<file path="src/xlc_pkg.sv">
package xlc_pkg;
  localparam int SEL_W = 6;
  localparam int PRI_IN_N = 32;
  localparam int PRI_OUT_N = 41;
  localparam int SEC_IN_N = 26;
  localparam int SEC_OUT_N = 16;
  localparam int CMB_N = 2;
  localparam int CMB_IN_N = 4;
  localparam int TERM_N = 4;
  localparam int CMP_N = 4;
  localparam int TRIG_N = 3;
  // fixed wiring of internal sources into the crossbars
  localparam int IDX_CMP_A = 10;
  localparam int IDX_TRIG0 = 18;
  localparam int IDX_TRIG1 = 20;
  localparam int IDX_TRIG2 = 22;
  localparam int IDX_CMB0 = 28;
  localparam int IDX_CMB1 = 29;
  // primary outputs with a fixed consumer
  localparam int OUT_SAMPLE0 = 16;
  localparam int OUT_FAULT_TWO = 31;
  // secondary outputs feeding each combiner
  localparam int CMB0_FIRST_OUT = 0;
  localparam int CMB1_FIRST_OUT = 4;
  localparam int CMB1_USED_IN = 3;
  // product-term input control encodings
  localparam logic [1:0] CTL_ZERO = 2'h0;
  localparam logic [1:0] CTL_TRUE = 2'h1;
  localparam logic [1:0] CTL_INV = 2'h2;
  localparam logic [1:0] CTL_ONE = 2'h3;
  localparam int SELS_PER_REG = 2;
  localparam int TERMS_PER_REG = 2;

  // two select fields per select register
  typedef struct packed {
    logic [SEL_W-1:0] sel_hi;
    logic [SEL_W-1:0] sel_lo;
  } xlc_sel_reg_t;

  // controls of one product term, input d in the high bits
  typedef struct packed {
    logic [1:0] d;
    logic [1:0] c;
    logic [1:0] b;
    logic [1:0] a;
  } xlc_term_ctl_t;

  // one term control register holds two product terms
  typedef struct packed {
    xlc_term_ctl_t term_hi;
    xlc_term_ctl_t term_lo;
  } xlc_term_reg_t;
endpackage

</file>
<file path="src/xlc_routing.sv">
`timescale 1ns/100ps
// Contract
// - secondary output forwards input at select value
// - two secondary select fields per register
// - comparators A-D are inputs 10-13
// - secondary outputs 0-3, 4-6 feed combiners
// - any secondary input reaches any combiner input except combiner one input d, tied to zero
// - control 01 passes the true input
// - control 11 forces contribution to one
// - four terms, two per control register
// - combiner zero is primary input 28
// - output 31 in register 15 drives fault two
// - trigger pulses are inputs 18, 20, 22
// - combiner one is primary input 29
// - outputs 16-19 sample comparators, registers 8-9
// - many outputs may share one input
// - any primary input reaches any output
module xlc_routing (
  input wire logic clk,
  input wire logic rst,
  input wire logic [xlc_pkg::PRI_IN_N-1:0] primary_ext_in,
  input wire logic [xlc_pkg::SEC_IN_N-1:0] secondary_ext_in,
  input wire logic [xlc_pkg::CMP_N-1:0] comparator_result,
  input wire logic [xlc_pkg::TRIG_N-1:0] trigger_pulse,
  input wire xlc_pkg::xlc_sel_reg_t primary_select_reg [(xlc_pkg::PRI_OUT_N+1)/2],
  input wire xlc_pkg::xlc_sel_reg_t secondary_select_reg [xlc_pkg::SEC_OUT_N/2],
  input wire xlc_pkg::xlc_term_reg_t combiner_term01_control [xlc_pkg::CMB_N],
  input wire xlc_pkg::xlc_term_reg_t combiner_term23_control [xlc_pkg::CMB_N],
  output logic [xlc_pkg::PRI_OUT_N-1:0] primary_out,
  output logic [xlc_pkg::SEC_OUT_N-1:0] secondary_out,
  output logic [xlc_pkg::CMB_N-1:0] combiner_out,
  output logic modulator_fault_two,
  output logic [xlc_pkg::CMP_N-1:0] comparator_sample
);
  import xlc_pkg::*;

  logic [PRI_IN_N-1:0] pri_in;
  logic [SEC_IN_N-1:0] sec_in;
  logic [SEL_W-1:0] pri_sel [PRI_OUT_N];
  logic [SEL_W-1:0] sec_sel [SEC_OUT_N];
  xlc_term_ctl_t term_ctl [CMB_N][TERM_N];
  logic [CMB_IN_N-1:0] cmb_in [CMB_N];

  // contribution of one input to a product term
  function automatic logic term_bit(input logic [1:0] ctl, input logic x);
    case (ctl)
      CTL_TRUE: term_bit = x;
      CTL_INV: term_bit = ~x;
      CTL_ONE: term_bit = 1'b1;
      default: term_bit = 1'b0;
    endcase
  endfunction

  // out-of-range select reads as zero
  function automatic logic pick_pri(input logic [PRI_IN_N-1:0] v, input logic [SEL_W-1:0] s);
    pick_pri = (int'(s) < PRI_IN_N) ? v[s[4:0]] : 1'b0;
  endfunction

  function automatic logic pick_sec(input logic [SEC_IN_N-1:0] v, input logic [SEL_W-1:0] s);
    pick_sec = (int'(s) < SEC_IN_N) ? v[s[4:0]] : 1'b0;
  endfunction

  // internal sources overlay the external inputs
  always_comb begin
    pri_in = primary_ext_in;
    sec_in = secondary_ext_in;
    for (int i = 0; i < CMP_N; i++) begin
      pri_in[IDX_CMP_A+i] = comparator_result[i];
      sec_in[IDX_CMP_A+i] = comparator_result[i];
    end
    pri_in[IDX_TRIG0] = trigger_pulse[0];
    pri_in[IDX_TRIG1] = trigger_pulse[1];
    pri_in[IDX_TRIG2] = trigger_pulse[2];
    sec_in[IDX_TRIG0] = trigger_pulse[0];
    sec_in[IDX_TRIG1] = trigger_pulse[1];
    sec_in[IDX_TRIG2] = trigger_pulse[2];
    pri_in[IDX_CMB0] = combiner_out[0];
    pri_in[IDX_CMB1] = combiner_out[1];
  end

  always_comb begin
    for (int o = 0; o < SEC_OUT_N; o++) begin
      sec_sel[o] = (o % SELS_PER_REG == 0) ? secondary_select_reg[o/SELS_PER_REG].sel_lo
                                           : secondary_select_reg[o/SELS_PER_REG].sel_hi;
    end
    for (int o = 0; o < PRI_OUT_N; o++) begin
      pri_sel[o] = (o % SELS_PER_REG == 0) ? primary_select_reg[o/SELS_PER_REG].sel_lo
                                           : primary_select_reg[o/SELS_PER_REG].sel_hi;
    end
  end

  always_comb begin
    for (int o = 0; o < SEC_OUT_N; o++) begin
      secondary_out[o] = pick_sec(sec_in, sec_sel[o]);
    end
  end

  always_comb begin
    for (int k = 0; k < CMB_IN_N; k++) begin
      cmb_in[0][k] = secondary_out[CMB0_FIRST_OUT+k];
      cmb_in[1][k] = (k < CMB1_USED_IN) ? secondary_out[CMB1_FIRST_OUT+k] : 1'b0;
    end
  end

  always_comb begin
    for (int c = 0; c < CMB_N; c++) begin
      term_ctl[c][0] = combiner_term01_control[c].term_lo;
      term_ctl[c][1] = combiner_term01_control[c].term_hi;
      term_ctl[c][2] = combiner_term23_control[c].term_lo;
      term_ctl[c][3] = combiner_term23_control[c].term_hi;
    end
  end

  always_comb begin
    for (int c = 0; c < CMB_N; c++) begin
      combiner_out[c] = 1'b0;
      for (int t = 0; t < TERM_N; t++) begin
        combiner_out[c] = combiner_out[c] |
          (term_bit(term_ctl[c][t].a, cmb_in[c][0]) & term_bit(term_ctl[c][t].b, cmb_in[c][1]) &
           term_bit(term_ctl[c][t].c, cmb_in[c][2]) & term_bit(term_ctl[c][t].d, cmb_in[c][3]));
      end
    end
  end

  always_comb begin
    for (int o = 0; o < PRI_OUT_N; o++) begin
      primary_out[o] = pick_pri(pri_in, pri_sel[o]);
    end
  end

  assign modulator_fault_two = primary_out[OUT_FAULT_TWO];
  assign comparator_sample = primary_out[OUT_SAMPLE0 +: CMP_N];
endmodule

</file>
<file path="config.mk">
export PLATFORM = sky130hd
export DESIGN_NAME = xlc_routing
export DESIGN_NICKNAME = d
export VERILOG_FILES = /design/src/xlc_pkg.sv /design/src/xlc_routing.sv
export SDC_FILE = /design/constraint.sdc
export NUM_CORES = 1
export LEC_CHECK = 0
export BUFFER_PORTS_ARGS = -buffer_cell sky130_fd_sc_hd__clkbuf_2
export CORE_AREA = 2 2 210 212
export DETAILED_ROUTE_END_ITERATION = 10
export DIE_AREA = 0 0 212 214
export GPL_ROUTABILITY_DRIVEN = 1
export PLACE_DENSITY = 0.63
export RECOVER_POWER = 100
export SETUP_SLACK_MARGIN = 0.1
export SLEW_MARGIN = 20
export SYNTH_ARGS = -nofsm -noshare
export SYNTH_HDL_FRONTEND = slang
export SYNTH_SLANG_ARGS = --single-unit
</file>
<file path="constraint.sdc">
create_clock -name vclk -period 5.07
set_input_delay 0.507 -clock vclk [all_inputs]
set_output_delay 0.507 -clock vclk [all_outputs]
set_load 0.02 [all_outputs]
</file>
# Word-level counts from Yosys, hierarchy flattened
# Index checks and enable logic that the tools add are counted.
dict set report op_classes {
  n_lt_le_gt_ge 114
  eq_ne 92
  muxes 203
  bitwise 37
  n_reduce_logical 4
}
# op n
set ops {}
lappend ops {{$lt 5x6->1 const B} 57}
lappend ops {{$bmux 1 s5} 57}
lappend ops {{$lt 6x6->1 const B} 41}
lappend ops {{$eq 2x2->1 const B} 64}
lappend ops {{$mux 1} 118}
lappend ops {{$lt 6x5->1 const B} 16}
lappend ops {{$pmux 1 s3} 28}
lappend ops {{$eq 2x1->1 const B} 28}
lappend ops {{$and 1x1->1} 24}
lappend ops {{$reduce_or 2->1} 4}
lappend ops {{$not 1->1} 7}
lappend ops {{$or 1x1->1} 6}
dict set report word_totals {
  reg_bits 0
  input_bits 479
  word_cells 450
}

# Longest topological paths before layout
# Gate-level depths: netlist (run 1).
dict set report logic_depth {
  word_depth 14
  ltp_mapped 12
}

# Least setup slack after synthesis (run 1)
# OpenSTA, ideal clock, no wires.
dict set report synth_path {
  kind {input-to-output}
  startpoint {in secondary_select_reg[48] (netlist bit)}
  endpoint {out primary_out[17] (netlist bit)}
  arrival_time_ps 3608
  required_time_ps 4563
  setup_slack_ps 955
  stages 10
  n_path_buf 2
  cell_sequence {buf_6 mux4_1 mux4_2 nor2_2 a311oi_4 mux2i_1 nor4b_1 nor4_4 a221oi_1 buf_4}
}
dict set report synth_between {
  elab_chain_len 13
  word_cells_on_any_way 23
  cone_classes {order compare: 1; mux: 10; bitwise: 12}
}
# element line_no
set synth_lines {}
lappend synth_lines {{start: declaration} xlc_routing.sv:26} ;# input wire xlc_pkg::xlc_sel_reg_t secondary_select_reg [xlc_pkg::SEC_OUT_N/2],
lappend synth_lines {{$bmux 1 s5} xlc_routing.sv:60} ;# pick_sec = (int'(s) < SEC_IN_N) ? v[s[4:0]] : 1'b0;
lappend synth_lines {{$mux 1 (not written as such)} xlc_routing.sv:60}
lappend synth_lines {{$mux 1 (*)} xlc_routing.sv:60}
lappend synth_lines {{via secondary_out, one bit} xlc_routing.sv:30} ;# output logic [xlc_pkg::SEC_OUT_N-1:0] secondary_out,
lappend synth_lines {{$not 1->1} xlc_routing.sv:48} ;# CTL_INV: term_bit = ~x;
lappend synth_lines {{$pmux 1 s3} xlc_routing.sv:46} ;# case (ctl)
lappend synth_lines {{$and 1x1->1} xlc_routing.sv:119} ;# (term_bit(term_ctl[c][t].a, cmb_in[c][0]) & term_bit(term_ctl[c][t].b, cmb_in[c][1]) &
lappend synth_lines {{$and 1x1->1} xlc_routing.sv:120} ;# term_bit(term_ctl[c][t].c, cmb_in[c][2]) & term_bit(term_ctl[c][t].d, cmb_in[c][3]));
lappend synth_lines {{$or 1x1->1 (2 in a row)} xlc_routing.sv:118} ;# combiner_out[c] = combiner_out[c] |
lappend synth_lines {{$or 1x1->1 (*)} xlc_routing.sv:118}
lappend synth_lines {{$bmux 1 s5 (*)} xlc_routing.sv:56} ;# pick_pri = (int'(s) < PRI_IN_N) ? v[s[4:0]] : 1'b0;
lappend synth_lines {{$mux 1 (not written as such) (*)} xlc_routing.sv:56}
lappend synth_lines {{$mux 1 (*)} xlc_routing.sv:56}
lappend synth_lines {{end: declaration} xlc_routing.sv:29} ;# output logic [xlc_pkg::PRI_OUT_N-1:0] primary_out,
# The timed path passes the listed nets; every way through them passes the cells marked *. The select of a mux whose other input is x is not followed.

# Final worst setup path (run 1)
dict set report layout_path {
  startpoint {in secondary_ext_in[24] (netlist bit)}
  endpoint {out primary_out[25] (netlist bit)}
}
dict set report layout_between {
  elab_chain_len 14
  word_cells_on_any_way 89
  cone_classes {mux: 52; bitwise: 37}
}
# element line_no
set layout_lines {}
lappend layout_lines {{start: declaration} xlc_routing.sv:22} ;# input wire logic [xlc_pkg::SEC_IN_N-1:0] secondary_ext_in,
lappend layout_lines {{$bmux 1 s5} xlc_routing.sv:60}
lappend layout_lines {{$mux 1 (not written as such)} xlc_routing.sv:60}
lappend layout_lines {{$mux 1} xlc_routing.sv:60}
lappend layout_lines {{$not 1->1} xlc_routing.sv:48}
lappend layout_lines {{$pmux 1 s3} xlc_routing.sv:46}
lappend layout_lines {{$and 1x1->1 (2 in a row)} xlc_routing.sv:119}
lappend layout_lines {{$and 1x1->1} xlc_routing.sv:120}
lappend layout_lines {{$or 1x1->1 (3 in a row)} xlc_routing.sv:118}
lappend layout_lines {{$bmux 1 s5 (*)} xlc_routing.sv:56}
lappend layout_lines {{$mux 1 (not written as such) (*)} xlc_routing.sv:56}
lappend layout_lines {{$mux 1 (*)} xlc_routing.sv:56}
# Mark *: on every way between the ends. The rest lies on a longest branch, timed or not. The select of a mux whose other input is x is not followed.

==> impl_metrics.py, run 1 <==
metrics = {
    "status": {
        "status": "finished, final reports clean",
    },
    "detailed_routing": {
        "via_per_inst": 7.33,
        "drt-initial-drc-count": 1978,
        "drt-pass1-iter-count": 7,
        "drt.antenna.violating_nets": 0,
        "wl_per_cell_um": 30.6,
        "routed_wl_mm": 70.1,
        "via_count": 16800,
        "drcViolationCount": 0,
    },
    "setup_path": {
        "worstPathMaxFanout": 19,
        "crit_path_end_kind": "primary output",
        "arrival_ps": 4190,
        "worstPathCellList": "clkbuf_2 -> mux4_2 -> nand2_1 -> o31ai_1 -> o2111ai_1 -> mux2i_1 -> nor4b_1 -> nor4_4 -> buf_4 -> a221oi_2 -> clkbuf_1",
        "crit_family": "compound AO/OA/AOI/OAI gates",
        "criticalPathCategory": "in -> out",
        "slowest_delay_ps": 660,
        "critPathRequiredTime_ps": 4560,
        "path_buf_inv": 3,
        "cp-start-kind": "input port",
        "cp_slowest_cell": "o2111ai_1",
    },
    "final_layout": {
        "fin_cells": 2287,
        "syn_to_final_growth_pct": 15.2,
        "fin_nets": 2168,
        "nFillCells": 4057,
        "drive_above_1_share_pct": 58.3,
        "seq_cell_count": 0,
        "seqCellArea_um2": 0,
        "clkbuf_count": 0,
        "utilization_pct": 43.1,
        "final_area_mm2": 0.0185,
    },
    "die": {
        "ios": 543,
        "core-area_mm2": 0.0429,
        "die_area_mm2": 0.0454,
        "die_w_um": 212,
        "die_h_um": 214,
        "start_util_pct": 37.4,
        "rows": 76,
    },
    "synth": {
        "synth_cell_type_count": 51,
        "synth_compound_area_share_pct": 11.9,
        "synth_warnings": 0,
        "synth_mux_area_share_pct": 69.8,
        "synth_adder_area_share_pct": 0,
        "avgSynthCellArea_um2": 11.4,
        "ys_seq_area_share_pct": 0,
        "synth_top_family_by_area": "multiplexers",
        "postSynthCellCount": 1408,
        "synth_xor_area_share_pct": 0,
        "syn_nets": 1887,
        "synthSimpleGateAreaFrac_pct": 10.9,
        "syn-cell-area_mm2": 0.0160,
    },
    "timing": {
        "finalWorstSetupSlack_ps": 370,
        "drv_slew": 0,
        "min_period_ps": 4700,
        "finalSetupViolations": 0,
        "tightest_slew_ps": 1390,
        "rsz0062_at_grt": "false",
        "slew_headroom_pct": 7.46,
        "fin_crit_sh_pct": 92.7,
        "fmax_mhz": 213,
        "tns_ps": 0,
        "worst_hold_slack_ps": 1270,
        "hold_viol_final": 0,
    },
    "power_and_ir_drop": {
        "power.total_mw": 2.00,
        "p_per_area_mw_per_mm2": 108,
        "p_leak_nw": 7.20,
        "ir_worst_vdd_v": 0.000105,
    },
    "global_route": {
        "grt-ovfl-total": 0,
        "grt_pass1_vias": 16600,
        "grt_max_degree": 42,
        "grt.total_usage_pct": 30.0,
        "grt_pass1_wl_mm": 104,
        "antenna_found_initial": 22,
    },
    "placement": {
        "post-place-cells": 2272,
        "port_buffers": 515,
        "dp_hpwl_mm": 48.9,
        "place_area_mm2": 0.0185,
        "place.gp.congestion": 0.937,
        "post-place-ws_ps": 492,
    },
    "min_path": {
        "hold_class": "in -> out",
    },
    "clocking": {
        "cts.repair.resized": 0,
        "holdBufCountCts": 0,
        "postCtsSetupBuffers": 0,
    },
    "flow_run": {
        "max_cap_viol_count": 0,
    },
}
[worst paths after layout]
check	endpoint	from	depth (start not counted)	slack, ps
min	secondary_out[13]	secondary_select_reg[23]	3	1270
max	primary_out[25]	secondary_ext_in[24]	11	370
[kinds of logic (layout without fill, tap and decap cells)]
group,Yosys count,count (layout)
buf+inv,291,570
simple gates,328,328
mux,576,576
compound gates,213,213
other cells,0,15
[cells in the final DEF, fill, tap and decap left out, types with 2 or more instances in the layout]
cell        n
o211a_1    41
nor2b_1     4
mux4_2    428
mux4_1      4
o21ai_0    50
mux2i_1   138
a221oi_2   32
o21bai_1    4
buf_12      2
diode_2    15
nand2_1    49
nor4_1      4
nor3b_1    43
buf_4      37
clkbuf_2  470
nand2b_1    3
nor4b_1     4
buf_2       3
nand4_1     2
o211ai_1   50
o22ai_1     3
mux2_2      6
clkbuf_1   43
nor3_1     43
a221oi_1   11
o221ai_1    3
nand3b_1   53
nor2_1    112
o21a_1      2
or3_1       4
a22oi_1     3
inv_1      15
a21oi_1     2
[report_power, final]
part            total [mW]  leakage (nW)  internal [mW]  switching (mW)
Combinational         2.00          7.20          0.950            1.05
Sequential               0             0              0               0
Clock          0.000000398     0.0000951    0.000000398               0
[synthesized netlist by cell type, drive strengths merged (2+ instances only)]
cell / number / share of area [%]
nor2b: 4 / 0.16
a22oi: 3 / 0.14
mux2: 6 / 0.42
nor4: 5 / 0.29
nor3: 44 / 1.4
a21oi: 2 / 0.062
buf: 78 / 2.4
inv: 15 / 0.35
nand2: 49 / 1.1
o211ai: 50 / 2.3
nand4: 2 / 0.078
a311oi: 2 / 0.22
o21ai: 50 / 1.6
nor2: 113 / 2.7
nor4b: 4 / 0.22
mux4: 432 / 61
o21a: 2 / 0.094
o22ai: 3 / 0.12
nor3b: 43 / 2.0
clkbuf: 198 / 4.6
nand2b: 3 / 0.12
o221ai: 3 / 0.16
or3: 4 / 0.16
a221oi: 43 / 3.9
o211a: 41 / 2.6
nand3b: 53 / 2.5
o21bai: 4 / 0.19
mux2i: 138 / 8.6
[routing by layer]
layer  share of wire [%]  routed length [um]  GRT usage (%)
met4                 4.5                3140           12.6
met5                0.15                 108              0
met3                  15               10600           10.1
met1                  33               23300           37.3
met2                  47               32900           47.8
[area by class of cell]
type / instances / area (um2) / area share, %
timing repair buffer: 555 / 2850 / 15.4
tap: 585 / 732 / 3.96
inverter: 15 / 56.3 / 0.305
antenna: 15 / 37.5 / 0.203
multi-input combinational: 1117 / 14800 / 80.1
Note: power is estimated with default switching activity, not from simulation.
==> run 2: changes to the inputs <==
--- a/config.mk
+++ b/config.mk
@@ -11,7 +11,6 @@
 export DIE_AREA = 0 0 212 214
 export GPL_ROUTABILITY_DRIVEN = 1
 export PLACE_DENSITY = 0.63
-export RECOVER_POWER = 100
 export SETUP_SLACK_MARGIN = 0.1
 export SLEW_MARGIN = 20
 export SYNTH_ARGS = -nofsm -noshare
==> run 2 against run 1 <==
- fmax is 2.2% higher
- wire length hardly changed
- largest cell class unchanged
- critical endpoint unchanged
- combinational power hardly changed
==> impl_metrics.py, run 2 (synthesis gave the netlist of run 1 again) <==
metrics = {
    "detailed_routing": {
        "via_count": 16700,
        "drt-pass1-iter-count": 7,
        "wl_per_cell_um": 30.6,
        "drt.antenna.violating_nets": 0,
        "drt-initial-drc-count": 1977,
        "drcViolationCount": 0,
        "via_per_inst": 7.30,
        "routed_wl_mm": 70.0,
    },
    "final_layout": {
        "utilization_pct": 43.3,
        "final_common_cell": "clkbuf_2",
        "final_area_mm2": 0.0186,
        "syn_to_final_growth_pct": 15.9,
        "drive_above_1_share_pct": 61.4,
        "fin_nets": 2168,
        "clkbuf_count": 0,
        "fin_cells": 2287,
        "mostFrequentLayoutCells": "clkbuf_2, mux4_2, mux2i_1",
        "seqCellArea_um2": 0,
        "nFillCells": 4026,
        "seq_cell_count": 0,
    },
    "setup_path": {
        "arrival_ps": 4090,
        "cp-start-kind": "input port",
        "path_buf_inv": 3,
        "worstPathCellList": "clkbuf_2 -> mux4_1 -> mux4_2 -> nor2_2 -> a311oi_4 -> mux2i_1 -> nor4b_1 -> nor4_4 -> buf_4 -> a221oi_2 -> clkbuf_2",
        "slowest_delay_ps": 600,
        "cp_slowest_cell": "mux4_1",
        "worstPathMaxFanout": 19,
        "critPathRequiredTime_ps": 4560,
        "criticalPathCategory": "in -> out",
        "crit_path_end_kind": "primary output",
        "cp_common_cell": "clkbuf_2",
        "crit_family": "multiplexers",
    },
    "die": {
        "die_area_mm2": 0.0454,
        "start_util_pct": 37.4,
        "ios": 543,
        "rows": 76,
        "die_w_um": 212,
        "die_h_um": 214,
        "core-area_mm2": 0.0429,
    },
    "timing": {
        "drv_slew": 0,
        "tns_ps": 0,
        "worst_hold_slack_ps": 1260,
        "finalWorstSetupSlack_ps": 472,
        "slew_headroom_pct": 17.4,
        "min_period_ps": 4600,
        "rsz0062_at_grt": "false",
        "hold_viol_final": 0,
        "fmax_mhz": 218,
        "fin_crit_sh_pct": 90.7,
        "tightest_slew_ps": 1240,
        "finalSetupViolations": 0,
    },
    "global_route": {
        "grt.total_usage_pct": 30.0,
        "grt_pass1_wl_mm": 104,
        "grt-ovfl-total": 0,
        "grt_max_degree": 42,
        "antenna_found_initial": 22,
        "grt_pass1_vias": 16600,
    },
    "placement": {
        "dp_hpwl_mm": 48.9,
        "port_buffers": 515,
        "place.gp.congestion": 0.937,
        "post-place-ws_ps": 492,
        "post-place-cells": 2272,
        "place_area_mm2": 0.0185,
    },
    "power_and_ir_drop": {
        "power.total_mw": 2.02,
        "p_per_area_mw_per_mm2": 109,
        "p_leak_nw": 7.37,
        "ir_worst_vdd_v": 0.000105,
    },
    "flow_run": {
        "max_cap_viol_count": 0,
    },
    "clocking": {
        "holdBufCountCts": 0,
        "postCtsSetupBuffers": 0,
        "cts.repair.resized": 0,
    },
    "min_path": {
        "hp-start": "secondary_select_reg[47]",
        "hold_path_end": "secondary_out[9]",
        "hold_class": "in -> out",
        "whs_path_depth": 3,
    },
    "status": {
        "status": "finished, final reports clean",
    },
}
## run 2: cell count changes in the layout (fill, tap and decap cells not counted), sizes merged
cell / before / now
buf: 42 / 43
clkbuf: 513 / 512
## run 2: layer usage
| metal | wire length (um) | GRT usage [%] | vias up |
|---|---|---|---|
| met3 | 11200 | 10.1 | 279 |
| met2 | 32800 | 47.8 | 1637 |
| li1 | - | - | 6569 |
| met5 | 111 | 0 | - |
| met4 | 3310 | 12.6 | 16 |
| met1 | 22600 | 37.3 | 8190 |
## run 2: worst max path at each step
| stage | from | end | slack, ps | cells past startpoint |
|---|---|---|---|---|
| after detailed placement | secondary_ext_in[9] | comparator_sample[1] | 490 | 11 |
| after global routing | secondary_ext_in[9] | comparator_sample[1] | 320 | 11 |
| after floorplan | secondary_select_reg[48] | primary_out[17] | 950 | 10 |
| final | secondary_ext_in[9] | primary_out[25] | 470 | 11 |
| after global placement | secondary_ext_in[3] | primary_out[17] | 510 | 11 |
| after CTS | secondary_ext_in[9] | comparator_sample[1] | 490 | 11 |
## run 2: area by class of cell
class              instances  area (um2)  area share, %
multi-input cells       1117       14900           79.9
well taps                585         732           3.94
inverters                 15        56.3          0.303
diodes                    15        37.5          0.202
repair buffers           555        2900           15.6
## run 2: power breakdown
group / switching [mW] / leakage, nW / internal [mW]
Combinational: 1.06 / 7.37 / 0.962
Clock: 0 / 0.0000951 / 0.000000398
Sequential: 0 / 0 / 0
Total: 1.06 / 7.37 / 0.962
## run 2: worst min-delay path: stages
cell      delay [ps]
clkbuf_2          70
nor2_1            30
clkbuf_2         140
